**src/camd_pkg.sv**
```systemverilog
package camd_pkg;

  typedef enum logic [2:0] {
    MODE_INH = 3'h0,
    MODE_IMM = 3'h1,
    MODE_DIR = 3'h2,
    MODE_EXT = 3'h3,
    MODE_IX = 3'h4,
    MODE_IX1 = 3'h5,
    MODE_IX2 = 3'h6,
    MODE_REL = 3'h7
  } camd_mode_t;

  typedef enum logic [2:0] {
    CLS_REGMEM = 3'h0,
    CLS_RMW = 3'h1,
    CLS_BRANCH = 3'h2,
    CLS_BITTEST = 3'h3,
    CLS_BITMANIP = 3'h4,
    CLS_JUMP = 3'h5,
    CLS_CONTROL = 3'h6
  } camd_class_t;

  // Opcode high nibble rows
  localparam logic [3:0] ROW_BITTEST = 4'h0;
  localparam logic [3:0] ROW_BITMANIP = 4'h1;
  localparam logic [3:0] ROW_REL = 4'h2;
  localparam logic [3:0] ROW_RMW_DIR = 4'h3;
  localparam logic [3:0] ROW_RMW_A = 4'h4;
  localparam logic [3:0] ROW_RMW_X = 4'h5;
  localparam logic [3:0] ROW_RMW_IX1 = 4'h6;
  localparam logic [3:0] ROW_RMW_IX = 4'h7;
  localparam logic [3:0] ROW_CTRL_A = 4'h8;
  localparam logic [3:0] ROW_CTRL_B = 4'h9;
  localparam logic [3:0] ROW_IMM = 4'hA;
  localparam logic [3:0] ROW_DIR = 4'hB;
  localparam logic [3:0] ROW_EXT = 4'hC;
  localparam logic [3:0] ROW_IX2 = 4'hD;
  localparam logic [3:0] ROW_IX1 = 4'hE;
  localparam logic [3:0] ROW_IX = 4'hF;

  // Opcode low nibbles and whole opcodes
  localparam logic [3:0] NIB_TST = 4'hD;
  localparam logic [3:0] NIB_JMP = 4'hC;
  localparam logic [3:0] NIB_JSR = 4'hD;
  localparam logic [3:0] NIB_CPX = 4'h3;
  localparam logic [3:0] NIB_LDX = 4'hE;
  localparam logic [3:0] NIB_STX = 4'hF;
  localparam logic [7:0] OP_BSR = 8'hAD;

  // Relative branch condition pairs, indexed by opcode bits 3..1
  localparam logic [2:0] COND_ALWAYS = 3'h0;
  localparam logic [2:0] COND_HIGHER = 3'h1;
  localparam logic [2:0] COND_CARRY_CLR = 3'h2;
  localparam logic [2:0] COND_NOT_EQUAL = 3'h3;
  localparam logic [2:0] COND_HCARRY_CLR = 3'h4;
  localparam logic [2:0] COND_PLUS = 3'h5;
  localparam logic [2:0] COND_MASK_CLR = 3'h6;
  localparam logic [2:0] COND_IRQ_LOW = 3'h7;

  localparam logic [1:0] LEN_1 = 2'h1;
  localparam logic [1:0] LEN_2 = 2'h2;
  localparam logic [1:0] LEN_3 = 2'h3;
  localparam logic [1:0] IDX_FIRST = 2'h0;
  localparam logic [1:0] IDX_SECOND = 2'h1;
  localparam logic [1:0] IDX_STEP = 2'h1;
  localparam logic [7:0] PAGE_ZERO = 8'h00;
  localparam logic [15:0] PC_STEP = 16'h0001;
  localparam logic [15:0] IX1_TOP = 16'h01FE;
  localparam logic [15:0] RESET_PC = 16'h0000;

endpackage : camd_pkg

```
**src/camd_classify.sv**
```systemverilog
`timescale 1ns/1ns
`default_nettype none
module camd_classify (
  input wire logic [7:0] opcode,
  output camd_pkg::camd_mode_t mode,
  output camd_pkg::camd_class_t cls,
  output logic [1:0] len,
  output logic writeback,
  output logic reg_x,
  output logic [2:0] bitnum,
  output logic bit_on_set
);
  logic [3:0] row;
  logic [3:0] nib;
  assign row = opcode[7:4];
  assign nib = opcode[3:0];
  assign bitnum = opcode[3:1]; // RULE10
  assign bit_on_set = ~opcode[0]; // RULE10

  always_comb begin
    mode = camd_pkg::MODE_INH;
    cls = camd_pkg::CLS_CONTROL;
    len = camd_pkg::LEN_1;
    writeback = 1'b0;
    reg_x = 1'b0;
    unique case (row)
      camd_pkg::ROW_BITTEST: begin
        mode = camd_pkg::MODE_DIR; // RULE9
        cls = camd_pkg::CLS_BITTEST;
        len = camd_pkg::LEN_3;
      end
      camd_pkg::ROW_BITMANIP: begin
        mode = camd_pkg::MODE_DIR;
        cls = camd_pkg::CLS_BITMANIP;
        len = camd_pkg::LEN_2;
        writeback = 1'b1; // RULE11
      end
      camd_pkg::ROW_REL: begin
        mode = camd_pkg::MODE_REL; // RULE13
        cls = camd_pkg::CLS_BRANCH;
        len = camd_pkg::LEN_2;
      end
      camd_pkg::ROW_RMW_DIR, camd_pkg::ROW_RMW_A, camd_pkg::ROW_RMW_X,
      camd_pkg::ROW_RMW_IX1, camd_pkg::ROW_RMW_IX: begin
        cls = camd_pkg::CLS_RMW;
        writeback = (nib != camd_pkg::NIB_TST); // RULE11
        reg_x = (row == camd_pkg::ROW_RMW_X);
        if (row == camd_pkg::ROW_RMW_DIR) begin
          mode = camd_pkg::MODE_DIR;
          len = camd_pkg::LEN_2;
        end else if (row == camd_pkg::ROW_RMW_IX1) begin
          mode = camd_pkg::MODE_IX1;
          len = camd_pkg::LEN_2;
        end else if (row == camd_pkg::ROW_RMW_IX) begin
          mode = camd_pkg::MODE_IX;
        end
      end
      camd_pkg::ROW_CTRL_A, camd_pkg::ROW_CTRL_B: begin
        cls = camd_pkg::CLS_CONTROL; // RULE1
      end
      default: begin
        cls = camd_pkg::CLS_REGMEM; // RULE12
        reg_x = (nib == camd_pkg::NIB_CPX) || (nib == camd_pkg::NIB_LDX)
          || (nib == camd_pkg::NIB_STX);
        if ((nib == camd_pkg::NIB_JMP) || (nib == camd_pkg::NIB_JSR)) begin
          cls = camd_pkg::CLS_JUMP; // RULE13
          reg_x = 1'b0;
        end
        unique case (row)
          camd_pkg::ROW_IMM: begin
            mode = camd_pkg::MODE_IMM; // RULE2
            len = camd_pkg::LEN_2;
          end
          camd_pkg::ROW_DIR: begin
            mode = camd_pkg::MODE_DIR;
            len = camd_pkg::LEN_2;
          end
          camd_pkg::ROW_EXT: begin
            mode = camd_pkg::MODE_EXT; // RULE4
            len = camd_pkg::LEN_3;
          end
          camd_pkg::ROW_IX2: begin
            mode = camd_pkg::MODE_IX2; // RULE7
            len = camd_pkg::LEN_3;
          end
          camd_pkg::ROW_IX1: begin
            mode = camd_pkg::MODE_IX1; // RULE6
            len = camd_pkg::LEN_2;
          end
          default: begin
            mode = camd_pkg::MODE_IX; // RULE5
          end
        endcase
        if (opcode == camd_pkg::OP_BSR) begin
          mode = camd_pkg::MODE_REL; // RULE13
          cls = camd_pkg::CLS_BRANCH;
          reg_x = 1'b0;
        end
      end
    endcase
  end
endmodule : camd_classify
`default_nettype wire

```
**src/camd_decode.sv**
```systemverilog
`timescale 1ns/1ns
`default_nettype none
// Behaviour
// RULE1: Inherent opcodes are one byte, no operand, no memory address.
// RULE2: Immediate is two bytes; second byte is the operand itself.
// RULE3: Direct uses one byte as low address, high byte zero.
// RULE4: Extended fetches high then low address byte, full 16-bit address.
// RULE5: Indexed no offset: address is index register with zero high byte.
// RULE6: Indexed 8-bit offset: unsigned index plus byte, sum not wrapped.
// RULE7: Indexed 16-bit offset: high then low offset plus unsigned index.
// RULE8: Taken branch adds signed offset to next address; else falls through.
// RULE9: Bit test branch is three bytes; tested bit goes to carry.
// RULE10: Bit number and set/clear sense come from the opcode.
// RULE11: Read-modify-write writes back, except test negative or zero.
// RULE12: Register/memory ops pair accumulator or index with memory operand.
// RULE13: Branches are relative; jumps give an effective address only.
// RULE14: Branches exist on interrupt pin level high and low.
// RULE15: Branches exist on interrupt mask and half-carry, clear and set.
// RULE16: Bytes fetched at rising addresses; PC passes instruction before target.
module camd_decode (
  input wire logic clk,
  input wire logic resetn,
  input wire logic [7:0] mem_rdata,
  input wire logic mem_rvalid,
  input wire logic [7:0] index_reg,
  input wire logic ccr_h,
  input wire logic ccr_i,
  input wire logic ccr_n,
  input wire logic ccr_z,
  input wire logic ccr_c,
  input wire logic irq_pin_level,
  input wire logic exec_done,
  input wire logic exec_pc_load,
  input wire logic [15:0] exec_pc_value,
  output logic mem_rd,
  output logic [15:0] mem_addr,
  output logic dec_valid,
  output logic [7:0] dec_opcode,
  output camd_pkg::camd_mode_t dec_mode,
  output camd_pkg::camd_class_t dec_class,
  output logic [1:0] dec_len,
  output logic [15:0] dec_ea,
  output logic [7:0] dec_imm,
  output logic [2:0] dec_bitnum,
  output logic dec_bit_on_set,
  output logic dec_writeback,
  output logic dec_reg_x,
  output logic dec_taken,
  output logic dec_carry_load,
  output logic dec_carry_value,
  output logic [15:0] dec_pc_seq,
  output logic [15:0] pc_next
);
  typedef enum logic [1:0] {
    ST_REQ = 2'h0,
    ST_WAIT = 2'h1,
    ST_CALC = 2'h2,
    ST_DONE = 2'h3
  } camd_state_t;

  camd_state_t state, next_state;
  logic [15:0] pc, next_pc, op_addr, next_op_addr;
  logic [1:0] idx, next_idx;
  logic opnd_phase, next_opnd_phase;
  logic [7:0] opcode, next_opcode, b1, next_b1, b2, next_b2, operand, next_operand;
  logic next_mem_rd, next_dec_valid, next_dec_taken, next_dec_carry_value;
  logic [15:0] next_mem_addr, next_dec_ea, next_pc_next;
  logic [7:0] cur_op, rel;
  logic [15:0] target;
  logic base_cond, tested_bit;
  camd_pkg::camd_mode_t c_mode;
  camd_pkg::camd_class_t c_cls;
  logic [1:0] c_len;
  logic c_wb, c_reg_x, c_on_set;
  logic [2:0] c_bitnum;

  assign cur_op = (state == ST_WAIT && idx == camd_pkg::IDX_FIRST) ? mem_rdata : opcode;

  camd_classify camd_classify_inst (
    .opcode(cur_op),
    .mode(c_mode),
    .cls(c_cls),
    .len(c_len),
    .writeback(c_wb),
    .reg_x(c_reg_x),
    .bitnum(c_bitnum),
    .bit_on_set(c_on_set)
  );

  assign rel = (c_cls == camd_pkg::CLS_BITTEST) ? b2 : b1;
  assign target = pc + {{8{rel[7]}}, rel}; // RULE8 RULE16
  assign tested_bit = operand[c_bitnum]; // RULE9

  always_comb begin
    unique case (opcode[3:1])
      camd_pkg::COND_ALWAYS: base_cond = 1'b1;
      camd_pkg::COND_HIGHER: base_cond = ~(ccr_c | ccr_z);
      camd_pkg::COND_CARRY_CLR: base_cond = ~ccr_c;
      camd_pkg::COND_NOT_EQUAL: base_cond = ~ccr_z;
      camd_pkg::COND_HCARRY_CLR: base_cond = ~ccr_h; // RULE15
      camd_pkg::COND_PLUS: base_cond = ~ccr_n;
      camd_pkg::COND_MASK_CLR: base_cond = ~ccr_i; // RULE15
      camd_pkg::COND_IRQ_LOW: base_cond = ~irq_pin_level; // RULE14
    endcase
  end

  always_comb begin
    next_state = state;
    next_pc = pc;
    next_op_addr = op_addr;
    next_idx = idx;
    next_opnd_phase = opnd_phase;
    next_opcode = opcode;
    next_b1 = b1;
    next_b2 = b2;
    next_operand = operand;
    next_mem_rd = 1'b0;
    next_mem_addr = mem_addr;
    next_dec_valid = 1'b0;
    next_dec_ea = dec_ea;
    next_dec_taken = dec_taken;
    next_dec_carry_value = dec_carry_value;
    next_pc_next = pc_next;
    unique case (state)
      ST_REQ: begin
        next_mem_rd = 1'b1;
        next_mem_addr = opnd_phase ? {camd_pkg::PAGE_ZERO, b1} : pc; // RULE9 RULE16
        next_state = ST_WAIT;
      end
      ST_WAIT: begin
        if (mem_rvalid) begin
          if (opnd_phase) begin
            next_operand = mem_rdata;
            next_state = ST_CALC;
          end else begin
            next_pc = pc + camd_pkg::PC_STEP; // RULE16
            if (idx == camd_pkg::IDX_FIRST) begin
              next_opcode = mem_rdata;
              next_op_addr = pc;
            end else if (idx == camd_pkg::IDX_SECOND) begin
              next_b1 = mem_rdata;
            end else begin
              next_b2 = mem_rdata;
            end
            if (idx + camd_pkg::IDX_STEP < c_len) begin
              next_idx = idx + camd_pkg::IDX_STEP;
              next_state = ST_REQ;
            end else if (c_cls == camd_pkg::CLS_BITTEST) begin
              next_opnd_phase = 1'b1;
              next_state = ST_REQ;
            end else begin
              next_state = ST_CALC;
            end
          end
        end
      end
      ST_CALC: begin
        next_dec_valid = 1'b1;
        next_dec_taken = 1'b0;
        next_dec_carry_value = 1'b0;
        unique case (c_mode)
          camd_pkg::MODE_DIR: next_dec_ea = {camd_pkg::PAGE_ZERO, b1}; // RULE3
          camd_pkg::MODE_EXT: next_dec_ea = {b1, b2}; // RULE4
          camd_pkg::MODE_IX: next_dec_ea = {camd_pkg::PAGE_ZERO, index_reg}; // RULE5
          camd_pkg::MODE_IX1:
            next_dec_ea = {camd_pkg::PAGE_ZERO, index_reg} + {camd_pkg::PAGE_ZERO, b1}; // RULE6
          camd_pkg::MODE_IX2: next_dec_ea = {b1, b2} + {camd_pkg::PAGE_ZERO, index_reg}; // RULE7
          camd_pkg::MODE_REL: next_dec_ea = target; // RULE8
          default: next_dec_ea = {camd_pkg::PAGE_ZERO, camd_pkg::PAGE_ZERO}; // RULE1 RULE2
        endcase
        if (c_cls == camd_pkg::CLS_BITTEST) begin
          next_dec_carry_value = tested_bit; // RULE9
          next_dec_taken = (tested_bit == c_on_set); // RULE9 RULE10
          next_dec_ea = {camd_pkg::PAGE_ZERO, b1};
        end else if (c_cls == camd_pkg::CLS_BRANCH) begin
          next_dec_taken = (opcode == camd_pkg::OP_BSR) || (base_cond ^ opcode[0]); // RULE8
        end
        next_pc_next = next_dec_taken ? target : pc; // RULE8
        next_pc = next_pc_next;
        next_state = ST_DONE;
      end
      ST_DONE: begin
        if (exec_done) begin
          if (exec_pc_load) begin
            next_pc = exec_pc_value; // RULE13
          end
          next_idx = camd_pkg::IDX_FIRST;
          next_opnd_phase = 1'b0;
          next_state = ST_REQ;
        end
      end
    endcase
  end

  always_ff @(posedge clk) begin
    if (!resetn) begin
      state <= ST_REQ;
      pc <= camd_pkg::RESET_PC;
      op_addr <= camd_pkg::RESET_PC;
      idx <= camd_pkg::IDX_FIRST;
      opnd_phase <= 1'b0;
      opcode <= 8'h00;
      b1 <= 8'h00;
      b2 <= 8'h00;
      operand <= 8'h00;
      mem_rd <= 1'b0;
      mem_addr <= camd_pkg::RESET_PC;
      dec_valid <= 1'b0;
      dec_ea <= 16'h0000;
      dec_taken <= 1'b0;
      dec_carry_value <= 1'b0;
      pc_next <= camd_pkg::RESET_PC;
    end else begin
      state <= next_state;
      pc <= next_pc;
      op_addr <= next_op_addr;
      idx <= next_idx;
      opnd_phase <= next_opnd_phase;
      opcode <= next_opcode;
      b1 <= next_b1;
      b2 <= next_b2;
      operand <= next_operand;
      mem_rd <= next_mem_rd;
      mem_addr <= next_mem_addr;
      dec_valid <= next_dec_valid;
      dec_ea <= next_dec_ea;
      dec_taken <= next_dec_taken;
      dec_carry_value <= next_dec_carry_value;
      pc_next <= next_pc_next;
    end
  end

  // Decode fields captured with the result
  always_ff @(posedge clk) begin
    if (!resetn) begin
      dec_opcode <= 8'h00;
      dec_mode <= camd_pkg::MODE_INH;
      dec_class <= camd_pkg::CLS_CONTROL;
      dec_len <= camd_pkg::LEN_1;
      dec_imm <= 8'h00;
      dec_bitnum <= 3'h0;
      dec_bit_on_set <= 1'b0;
      dec_writeback <= 1'b0;
      dec_reg_x <= 1'b0;
      dec_carry_load <= 1'b0;
      dec_pc_seq <= camd_pkg::RESET_PC;
    end else if (state == ST_CALC) begin
      dec_opcode <= opcode;
      dec_mode <= c_mode;
      dec_class <= c_cls;
      dec_len <= c_len;
      dec_imm <= (c_mode == camd_pkg::MODE_IMM) ? b1 : 8'h00; // RULE2
      dec_bitnum <= c_bitnum;
      dec_bit_on_set <= c_on_set;
      dec_writeback <= c_wb; // RULE11
      dec_reg_x <= c_reg_x; // RULE12
      dec_carry_load <= (c_cls == camd_pkg::CLS_BITTEST); // RULE9
      dec_pc_seq <= pc;
    end
  end
endmodule : camd_decode
`default_nettype wire

```
**config.mk**
```make
export PLATFORM = sky130hd
export DESIGN_NAME = camd_decode
export DESIGN_NICKNAME = d
export VERILOG_FILES = /design/src/camd_pkg.sv /design/src/camd_classify.sv /design/src/camd_decode.sv
export SDC_FILE = /design/constraint.sdc
export NUM_CORES = 1
export LEC_CHECK = 0
export BUFFER_PORTS_ARGS = -buffer_cell sky130_fd_sc_hd__buf_2
export CAP_MARGIN = 5
export CORE_MARGIN = 3
export CORE_UTILIZATION = 60
export DETAILED_ROUTE_END_ITERATION = 6
export PLACE_DENSITY = 0.91
export SLEW_MARGIN = 10
export SYNTH_ARGS = -nofsm -noshare
export SYNTH_HDL_FRONTEND = slang
export SYNTH_SLANG_ARGS = --single-unit
```
**constraint.sdc**
```tcl
create_clock -name clk -period 12.1 [get_ports clk]
set_clock_uncertainty 0.1 [all_clocks]
set_input_delay 2.42 -clock clk [delete_from_list [all_inputs] [get_ports clk]]
set_output_delay 2.42 -clock clk [all_outputs]
set_load 0.05 [all_outputs]
```
**Yosys cells after proc, flatten, opt, wreduce, memory -nomap -nowiden**

Index checks and enable logic that the tools add are counted.

- Bits in latches: 0
- Bits in registers: 152
- Input port bits: 43
- Bits in writable memories: 0
- ROM bits: 0
- Word-level logic and storage cells: 174
- Memories: 0
- Output and inout bits: 99

- Add/sub/neg operators: 5
- Reductions and logical operators: 26
- Equality and inequality tests: 48
- Bitwise gates (word level): 13
- Multiply operators: 0
- Muxes and demuxes: 54
- Order comparisons: 2
- Div/mod/pow operators: 0
- Shifts and indexed selects: 0

Operator list:

| operator | number |
|---|---|
| $mux W16 | 7 |
| $pmux W16 S6 | 1 |
| $pmux W16 S3 | 1 |
| $eq A4 B4 Y1 const B | 11 |
| $pmux W3 S5 | 2 |
| $eq A3 B3 Y1 const B | 8 |
| $mux W8 | 3 |
| $mux W2 | 10 |
| $reduce_and A5 Y1 | 4 |
| $eq A3 B2 Y1 const B | 6 |
| $mux W3 | 6 |
| $add A16 B1 Y16 const B | 1 |
| $add A16 B16 Y16 | 1 |
| $add A16 B8 Y16 | 1 |
| $eq A4 B3 Y1 const B | 4 |
| $eq A8 B8 Y1 const B | 2 |
| $pmux W2 S4 | 2 |
| $mux W1 | 14 |
| $eq A4 B2 Y1 const B | 3 |
| $pmux W3 S4 | 1 |
| $not A1 Y1 | 11 |
| $reduce_or A5 Y1 | 2 |
| $add A8 B8 Y9 | 1 |
| $ne A2 B2 Y1 const B | 4 |
| other kinds (28) | 42 |

**Longest topological paths before layout**

Gate-level depths: netlist (run 1).

- Word-level depth: 14
- Mapped depth: 18
- Gate-level depth less buffers: 17

**By module**

From an unflattened synthesis (run 1), not the netlist that was laid out.

- Cell total of the unflattened synthesis: 1159
- Area total of the unflattened synthesis: 9069.9 µm²

By module, submodules not included:

| module | instances | seq. area each (µm²) | cells each | area each (µm²) |
|---|---|---|---|---|
| camd_decode | 1 | 3042.9 | 1117 | 8814.7 |
| camd_classify | 1 | 0.0 | 42 | 255.2 |

**Least setup slack after synthesis (run 1)**

OpenSTA, ideal clock, no wires.

- Kind: input -> register
- From: in mem_rdata[4]
- To: reg dec_ea[11]
- Data arrival time: 5.724 ns
- Path buffers: 2
- Slack: 6.138 ns
- Stages: 15
- Required time: 11.861 ns
- Cell sequence: clkbuf_1 > nor2_1 > mux2_2 > nand3_2 > clkbuf_1 > mux2_2 > ha_1 > a21o_1 > a211o_1 > a211oi_1 > o31ai_1 > a21oi_1 > xnor2_1 > a222oi_1 > a221oi_1

- Longest elaborated chain between the ends: 9
- Elaborated cells on any way between the ends: 39

RTL lines:

| item | line | text |
|---|---|---|
| from (decl) | camd_decode.sv:23 | `input wire logic [7:0] mem_rdata,` |
| $mux W8 (*) | camd_decode.sv:77 | `assign cur_op = (state == ST_WAIT && idx == camd_pkg::IDX_FIRST) ? mem_rdata : opcode;` |
| $eq A4 B3 Y1, or another cell as far along | camd_classify.sv:26 | `unique case (row)` |
| $reduce_or A5 Y1, or another cell as far along | camd_classify.sv:26 |  |
| $pmux W3 S5 / $mux W3 (equally long branches) | camd_classify.sv:26, camd_classify.sv:51 |  |
| $eq A3 B2 Y1 / $mux W3 (equally long branches) | camd_decode.sv:90, camd_decode.sv:171, camd_classify.sv:48 |  |
| $mux W8 / $pmux W3 S4 (equally long branches) | camd_decode.sv:90, camd_classify.sv:26 |  |
| $add A16 B16 Y16, or another cell as far along | camd_decode.sv:91 | `assign target = pc + {{8{rel[7]}}, rel};` |
| $pmux W16 S6 | camd_decode.sv:161 | `unique case (c_mode)` |
| $mux W16 (*) | camd_decode.sv:171 | `if (c_cls == camd_pkg::CLS_BITTEST) begin` |
| to (signal assigned) | camd_decode.sv:226 | `dec_ea <= next_dec_ea;` |
| to (decl) | camd_decode.sv:42 | `output logic [15:0] dec_ea,` |

Mark *: on every way between the ends. The rest lies on a longest branch, timed or not.
A chain may end at the register's enable or synchronous reset.

**Worst setup path in the final report (run 1)**

- From: in mem_rdata[5]
- To: reg dec_ea[14]

Same word-level chain as after synthesis.

==> results.cfg, run 1 <==
[floorplanning]
die_y_um = 126.8
fp-row-count = 43
pin_count = 142
coreArea_um2 = 14100
initial_core_util_pct = 62.16
die-area_um2 = 16090
die_x_um = 126.8

[cts]
ctsHtreeMaxLevel = 4
clkSlewWorstSetupHoldPaths_ns = 0.06
hold_buffers = 0
insertion_delay_ns = 0.43
ctsResizeCount = 0
cts_buffers = 17
cts.sinks = 152
cts_buffer_depth = 2
cts_setup_buffers = 0
cts_tree = built
root_buffer = clkbuf_16

[hold_path]
hold_path_class = flop to flop

[synthesis]
ys_seq_elements = 152
synth.area.top_cells = dfxtp_1 (35%), a21oi_1 (7.4%), nand2_1 (7.3%), ha_1 (5.4%), mux2i_1 (5.1%)
yosys_warnings = 0
yosysMostFrequentCell = nand2_1
syn_nets = 1199
synth.distinct_cells = 69
synth_area_um2 = 8762
synthArstFlopShare_pct = 0
synthCells = 1115
ys_seq_area_share_pct = 34.73
yosysTopAreaCellShare_pct = 34.73
syn_avg_cell_area_um2 = 7.858
synth_edf_count = 0
ys.flop_type = dfxtp_1
yosys.area.top_type = dfxtp_1
yosys-top-cells-count = nand2_1 (170), dfxtp_1 (152), a21oi_1 (129), nor2_1 (93), o21ai_0 (65)

[sta]
drv_slew = 0
fin_setup_tns_ns = 0
hold_viol = 0
rsz0062_at_grt = false
tightest_slew_ns = 1.075
fin_crit_ns = 5.929
slew_headroom_pct = 28.10
finalSetupViolCount = 0
max_freq_mhz = 168.7
min_period_over_period_pct = 49.00

[critical_path]
crit_fanout = 17
cp.required_ns = 12.31
path_class = input pin to flop
worstPathArrival_ns = 6.14
cp-end-kind = flop
start_kind = input pin

[finish]
n_antenna_cell = 0
stdcell_count = 1397
finalNetCount = 1290
postLayoutCoreUtil_pct = 70.97
drive_above_1_share_pct = 17.26
syn_to_final_growth_pct = 14.16
final_area_um2 = 10000

[pwr]
leakagePower_uw = 0.004184
total_power_uw = 1337
power_density_nw_per_um2 = 133.6
ir_drop_v = 0.00009837

[placement]
place_area_um2 = 9450
place.gp.congestion = 1.009
portBuffers = 141
place_inst = 1367
dpl.hpwl_mm = 20.32

[detailed_routing]
wl_per_cell_um = 20.39
drcViolationCount = 0
vias = 9155
top_layer = met4
wl_met2_mm = 12.62
drtPass1Iterations = 7
drt-total-wl_mm = 28.48
wl_met3_mm = 3.464
wl_met1_mm = 11.25
ant_nets = 0
viasPerCell = 6.553
dr.first_iter.drc_count = 1381

[run]
maxCapViolCount = 0

[global_routing]
antenna_found_initial = 0
grt_pass1_vias = 8529
overflow = 0
track_usage_pct = 34.75
grt_max_degree = 71
grt_pass1_wl_mm = 44.91

[status]
status = completed
==> critical path, stage by stage <==
cell	delay, ns
buf_2	0.15
mux2i_4	0.31
nand3_2	0.42
mux2i_1	0.36
inv_1	0.22
ha_1	0.40
o21ai_0	0.10
nor2_1	0.07
o311ai_0	0.55
a31oi_1	0.19
a211oi_1	0.33
xnor2_1	0.15
a221oi_1	0.37
nor2_1	0.09
==> path summary, 6_finish.rpt <==
check / startpoint / endpoint / slack (ns) / cells past startpoint
worst min register to register: mem_addr[14] / mem_addr[14] / 0.35 / 2
worst max-delay path: mem_rdata[5] / dec_ea[14] / 6.17 / 14
worst max register to register: idx[0] / dec_ea[14] / 6.34 / 16
worst min-delay path: mem_addr[14] / mem_addr[14] / 0.35 / 2
==> report_power, final <==
group | switching [µW] | internal [µW] | leakage [µW]
Combinational | 201 | 84.7 | 0.00268
Clock | 215 | 293 | 0.000273
Sequential | 24.9 | 519 | 0.00123
==> cells by family after synthesis <==
| group | share of synthesized area (%) |
|---|---|
| flip-flops | 34.73 |
| AND/OR/NAND/NOR | 19.99 |
| adder cells (fa/ha/maj) | 6.112 |
| buffers and inverters | 4.598 |
| AO/OA/AOI/OAI | 23.40 |
| multiplexers | 7.568 |
| XOR/XNOR | 3.598 |
==> area by class of cell <==
type | count | area (µm²)
clock inverter | 10 | 96.34
fill | 1108 | 4093
inverter | 24 | 90.09
multi-input combinational | 862 | 5326
timing repair buffer | 149 | 765.7
clock buffer | 20 | 456.7
tap | 180 | 225.2
sequential | 152 | 3043
==> per-layer routing <==
metal	vias up	track usage (%)
li1	4184	-
met5	-	0
met1	4273	45.69
met2	590	52.99
met4	0	15.39
met3	108	10.27
==> registers in the layout, summed over array words and instances, names as in the netlist, 2 cells and up, named ones only <==
signal / cells
dec_ea: 16
dec_pc_seq: 16
mem_addr: 16
pc: 16
pc_next: 16
b1: 8
b2: 8
dec_imm: 8
dec_opcode: 8
opcode: 8
operand: 8
dec_bitnum: 3
dec_class: 3
dec_mode: 3
dec_len: 2
idx: 2
==> through the flow <==
stage,hold WS (ns),setup slack (ns)
4_1_cts,0.3510,6.265
2_1_floorplan,0.3347,6.138
3_5_place_dp,0.3434,5.841
3_3_place_gp,0.3378,6.081
6_report,0.3491,6.171
5_1_grt,0.3673,5.852
==> placed cells by master, fill, tap and decap left out, drive strengths merged, types with 11 or more instances in the layout <==
| cell | instances |
|---|---|
| xnor2 | 22 |
| nand3 | 45 |
| a211oi | 17 |
| ha | 38 |
| nand2 | 170 |
| inv | 27 |
| o21ai | 65 |
| mux2 | 15 |
| a31oi | 23 |
| nor2 | 93 |
| a22oi | 15 |
| and3 | 12 |
| xor2 | 14 |
| nor3 | 17 |
| clkbuf | 20 |
| buf | 149 |
| dfxtp | 152 |
| a21oi | 129 |
| o211ai | 13 |
| mux2i | 47 |
| a221oi | 11 |
| nand3b | 11 |
(Power assumes the default switching activity.)
==> run 2, diff against run 1 <==
--- a/config.mk
+++ b/config.mk
@@ -8,9 +8,9 @@
 export BUFFER_PORTS_ARGS = -buffer_cell sky130_fd_sc_hd__buf_2
 export CAP_MARGIN = 5
 export CORE_MARGIN = 3
-export CORE_UTILIZATION = 60
+export CORE_UTILIZATION = 57
 export DETAILED_ROUTE_END_ITERATION = 6
-export PLACE_DENSITY = 0.91
+export PLACE_DENSITY = 0.87
 export SLEW_MARGIN = 10
 export SYNTH_ARGS = -nofsm -noshare
 export SYNTH_HDL_FRONTEND = slang
==> constraint.sdc (replaced) <==
create_clock -name clk -period 5.5 [get_ports clk]
set_clock_uncertainty 0.1 [all_clocks]
set_input_delay 1.1 -clock clk [delete_from_list [all_inputs] [get_ports clk]]
set_output_delay 1.1 -clock clk [all_outputs]
set_load 0.05 [all_outputs]
==> run 2 against run 1 <==
  * Register-to-register slack worse by 5.5 ns
  * The flow now finishes with violations (design-rule violations)
  * Largest cell class unchanged
  * Combinational power increased by 130%
  * Global-route usage down 1.5 points
==> results.cfg, run 2 (synthesis gave the netlist of run 1 again) <==
[cts]
insertion_delay_ns = 0.43
clkSlewWorstSetupHoldPaths_ns = 0.07
cts_tree = built
ctsResizeCount = 0
cts_setup_buffers = 0
root_buffer = clkbuf_16
ctsHtreeMaxLevel = 4
cts.sinks = 152
cts_buffers = 17
cts_buffer_depth = 2
hold_buffers = 0

[sta]
drv_slew = 0
fin_setup_tns_ns = 0
tightest_slew_ns = 1.121
slew_headroom_pct = 25.26
finalSetupViolCount = 0
rsz0062_at_grt = false
hold_viol = 0
min_period_over_period_pct = 85.31
fin_crit_ns = 4.692
max_freq_mhz = 213.1
layout_setup_ws_ns = 0.8082

[critical_path]
max_stage_delay_ns = 0.38
crit_end = dec_ea[11]
cp-end-kind = flop
critPathBufInv = 2
path_class = flop to flop
timing.rr.start = idx[0]
cp.depth = 16
rrSetupSlack_ns = 0.81
crit_chain = inv_1 -> ha_1 -> and3b_1 -> buf_4 -> mux2i_1 -> nand3_2 -> mux2_2 -> ha_1 -> a21o_1 -> a211o_1 -> a211oi_1 -> o31ai_1 -> a21oi_1 -> xnor2_1 -> a222oi_1 -> a221oi_1
worstPathArrival_ns = 4.84
r2r-end = dec_ea[11]
cp.required_ns = 5.65
cpMostUsedCell = ha_1
crit_fanout = 16
worst_path_max_delay_cell = a211oi_1
crit_family = compound AO/OA/AOI/OAI gates
cp-startpoint = idx[0]
rr_worst_depth = 16
start_kind = flop

[detailed_routing]
drt-total-wl_mm = 28.66
viasPerCell = 6.445
dr.first_iter.drc_count = 1191
drcViolationCount = 2
ant_nets = 0
wl_per_cell_um = 20.27
drtPass1Iterations = 7
vias = 9113

[run]
maxCapViolCount = 0

[placement]
place_area_um2 = 9538
dpl.hpwl_mm = 20.45
portBuffers = 141
place.gp.congestion = 1.006
place_ws_ns = 0.7351

[floorplanning]
initial_core_util_pct = 59.17
pin_count = 142
die_y_um = 130.0
die_x_um = 130.0
coreArea_um2 = 14810
fp-row-count = 44
die-area_um2 = 16900

[pwr]
ir_drop_v = 0.0002067
pwr-share-comb_pct = 22.0
swShare_pct = 34.15
seqPwrFrac_pct = 40.5
total_power_uw = 2941
pwr-share-clk_pct = 37.5
p_sw_uw = 1004
power_density_nw_per_um2 = 291.5
leakagePower_uw = 0.004237
p_int_uw = 1937

[status]
violations = design-rule violations
status = finished with violations

[global_routing]
met2_usage_pct = 50.93
grt_pass1_vias = 8196
gr-max-usage-layer = met2
met3_usage_pct = 7.532
grt_pass1_wl_mm = 43.67
antenna_found_initial = 0
overflow = 0
track_usage_pct = 33.28
grt_max_degree = 63
met1_usage_pct = 45.51

[finish]
final_area_um2 = 10090
fillerInstances = 1231
drive_above_1_share_pct = 18.21
postLayoutCoreUtil_pct = 68.12
syn_to_final_growth_pct = 15.14
n_antenna_cell = 0
finalNetCount = 1301
final_cell_mix = nand2_1 (169), dfxtp_1 (152), buf_2 (141), a21oi_1 (129), nor2_1 (93)
final_common_cell = nand2_1

[hold_path]
hold_path_class = flop to flop
==> run 2: cell types whose count changed in the layout (fill, tap and decap cells not counted), sizes merged <==
cell and delta:
clkbuf -2, inv +5, bufinv -1, clkinv -1, buf +11, clkinvlp +1
==> run 2: area by class of cell <==
| type | instances | area (µm²) | share of cell area, % |
|---|---|---|---|
| timing repair buffer | 160 | 848.3 | 8.409 |
| clock inverter | 14 | 111.4 | 1.104 |
| tap | 184 | 230.2 | 2.282 |
| multi-input combinational | 862 | 5326 | 52.80 |
| inverter | 24 | 90.09 | 0.8930 |
| sequential | 152 | 3043 | 30.16 |
| clock buffer | 18 | 439.2 | 4.353 |
==> run 2: stage by stage <==
stage	hold slack, ns	instances
after floorplan	0.3347	1115
after global placement	0.3377	1382
after detailed placement	0.3464	1382
after CTS	0.3545	1414
after global routing	0.3710	1414
final	0.3504	1414
==> run 2: routing by layer <==
layer	up-vias	part of all wire (%)
met1	4174	40
met5	-	0
met2	614	44
li1	4215	-
met4	0	4.0
met3	110	11
==> run 2: worst min-delay path: cells and delay by family, from the launching register on <==
family | cells | cell delay [ns]
AND/OR/NAND/NOR | 1 | 0.05
flip-flops | 1 | 0.31
AO/OA/AOI/OAI | 1 | 0.05
==> run 2: how the worst min path moves through the flow <==
stage                        startpoint            end  slack, ns  cells past startpoint
after floorplan                  idx[1]         idx[1]       0.33                      2
after global placement    dec_opcode[1]  dec_opcode[1]       0.34                      2
after detailed placement  dec_pc_seq[6]  dec_pc_seq[6]       0.35                      2
after CTS                   dec_mode[0]    dec_mode[0]       0.35                      2
after global routing        dec_mode[0]    dec_mode[0]       0.37                      2
final                      mem_addr[13]   mem_addr[13]       0.35                      2
==> run 2: power groups by stage <==
stage	clock network (µW)	registers [µW]	logic [µW]
finish	1100	1190	648
global route	1150	1190	691
CTS	1110	1190	630
detailed placement	0	1210	626
global placement	0	1210	621
floorplan	0	1270	391
==> run 3, diff against run 2 <==
--- a/config.mk
+++ b/config.mk
@@ -9,6 +9,7 @@
 export CAP_MARGIN = 5
 export CORE_MARGIN = 3
 export CORE_UTILIZATION = 57
+export CTS_BUF_LIST = sky130_fd_sc_hd__clkbuf_16
 export DETAILED_ROUTE_END_ITERATION = 6
 export PLACE_DENSITY = 0.87
 export SLEW_MARGIN = 10
==> run 3 against run 2 <==
  * The flow now finishes without violations
  * Fmax is 0.25% lower
  * Total power is 0.57% lower
  * Cell count stayed put
  * Die area stayed put
  * Largest power group unchanged
==> results.cfg, run 3 (synthesis gave the netlist of run 1 again) <==
[finish]
final_common_cell = nand2_1
final_area_um2 = 10080
syn_to_final_growth_pct = 15.02
drive_above_1_share_pct = 18.13
fillerInstances = 1233
final_cell_mix = nand2_1 (169), dfxtp_1 (152), buf_2 (141), a21oi_1 (129), nor2_1 (93)
multiInputGateArea_um2 = 5326
n_antenna_cell = 0
finalNetCount = 1301
stdcell_count = 1414
seqCellArea_um2 = 3043
postLayoutCoreUtil_pct = 68.06

[sta]
slew_headroom_pct = 24.23
fin_setup_tns_ns = 0
finalSetupViolCount = 0
min_period_over_period_pct = 85.52
hold_viol = 0
tightest_slew_ns = 1.137
fin_crit_ns = 4.703
drv_slew = 0
rsz0062_at_grt = false
max_freq_mhz = 212.6

[critical_path]
crit_fanout = 16
rr_worst_depth = 16
critPathBufInv = 2
cp-end-kind = flop
start_kind = flop
worstPathArrival_ns = 4.85
max_stage_delay_ns = 0.38
crit_chain = inv_1 -> ha_1 -> and3b_1 -> buf_4 -> mux2i_1 -> nand3_2 -> mux2_2 -> ha_1 -> a21o_1 -> a211o_1 -> a211oi_1 -> o31ai_1 -> a21oi_1 -> xnor2_1 -> a222oi_1 -> a221oi_1
worst_path_max_delay_cell = a211oi_1
r2r-end = dec_ea[11]
cp.required_ns = 5.65
rrSetupSlack_ns = 0.80
crit_family = compound AO/OA/AOI/OAI gates
path_class = flop to flop
timing.rr.start = idx[0]
cpMostUsedCell = ha_1

[cts]
cts_buffer_depth = 2
ctsHtreeMaxLevel = 4
clkSlewWorstSetupHoldPaths_ns = 0.06
ctsResizeCount = 0
cts_setup_buffers = 0
cts_tree = built
hold_buffers = 0
insertion_delay_ns = 0.43
root_buffer = clkbuf_16
cts.sinks = 152
cts_buffers = 17

[pwr]
total_power_uw = 2924
power_density_nw_per_um2 = 290.2
ir_drop_v = 0.0002058
leakagePower_uw = 0.004231

[hold_path]
hold_path_class = flop to flop
whs_endpoint = mem_addr[13]
min_from = mem_addr[13]
min_path_cells = 2

[global_routing]
met3_usage_pct = 7.245
gr-max-usage-layer = met2
overflow = 0
track_usage_pct = 33.16
met1_usage_pct = 45.64
grt_pass1_vias = 8205
antenna_found_initial = 0
grt_pass1_wl_mm = 43.57
grt_max_degree = 63
met2_usage_pct = 50.80

[detailed_routing]
drtPass1Iterations = 6
wl_per_cell_um = 20.24
viasPerCell = 6.455
ant_nets = 0
drcViolationCount = 0
drt-total-wl_mm = 28.63
dr.first_iter.drc_count = 1148
vias = 9127

[floorplanning]
pin_count = 142
die_x_um = 130.0
die-area_um2 = 16900
fp-row-count = 44
coreArea_um2 = 14810
die_y_um = 130.0
initial_core_util_pct = 59.17

[placement]
portBuffers = 141
place.gp.congestion = 1.006
dpl.hpwl_mm = 20.45
place_inst = 1382
place_area_um2 = 9538

[status]
status = completed

[run]
maxCapViolCount = 0
run 3: cell count changes in the layout (fill, tap and decap cells not counted):
cell / previous run / this run
clkinv_1: 0 / 1
clkbuf_8: 1 / 0
run 3: area by class of cell:
class / instances / share of cell area, %
Multi-Input combinational cell: 862 / 52.85
Sequential cell: 152 / 30.19
Timing Repair Buffer: 160 / 8.417
Clock buffer: 17 / 4.221
Tap cell: 184 / 2.284
Clock inverter: 15 / 1.142
Inverter: 24 / 0.8939
run 3: worst reg2reg max path, stage by stage, from the launching register on:
cell      delay, ns
dfxtp_1        0.34
inv_1          0.08
ha_1           0.17
and3b_1        0.33
buf_4          0.30
mux2i_1        0.31
nand3_2        0.31
mux2_2         0.38
ha_1           0.36
a21o_1         0.22
a211o_1        0.31
a211oi_1       0.38
o31ai_1        0.13
a21oi_1        0.18
xnor2_1        0.16
a222oi_1       0.34
a221oi_1       0.13
run 3: metrics by stage:
step	hold WS [ns]	setup WS [ns]
after floorplan	0.3347	0.8576
after global placement	0.3377	0.8136
after detailed placement	0.3464	0.7351
after CTS	0.3544	0.8565
after global routing	0.3709	0.4529
final	0.3509	0.7966
run 3: layer usage:
| layer | up-vias | part of all wire [%] |
|---|---|---|
| met1 | 4230 | 40 |
| li1 | 4215 | - |
| met4 | 0 | 3.6 |
| met3 | 90 | 11 |
| met2 | 592 | 45 |
| met5 | - | 0 |
run 3: worst max-delay path by stage:
stage / from / endpoint / slack, ns / cells past startpoint
floorplan: mem_rdata[4] / dec_ea[11] / 0.86 / 15
global placement: mem_rdata[4] / dec_ea[11] / 0.81 / 14
detailed placement: mem_rdata[4] / dec_ea[11] / 0.74 / 14
CTS: idx[0] / dec_ea[11] / 0.86 / 16
global route: idx[0] / dec_ea[14] / 0.45 / 17
finish: idx[0] / dec_ea[11] / 0.80 / 16
run 3: power breakdown:
group          internal, µW  switching, µW
registers              1140           50.2
clock network           585            501
logic                   197            451
total                  1920           1000
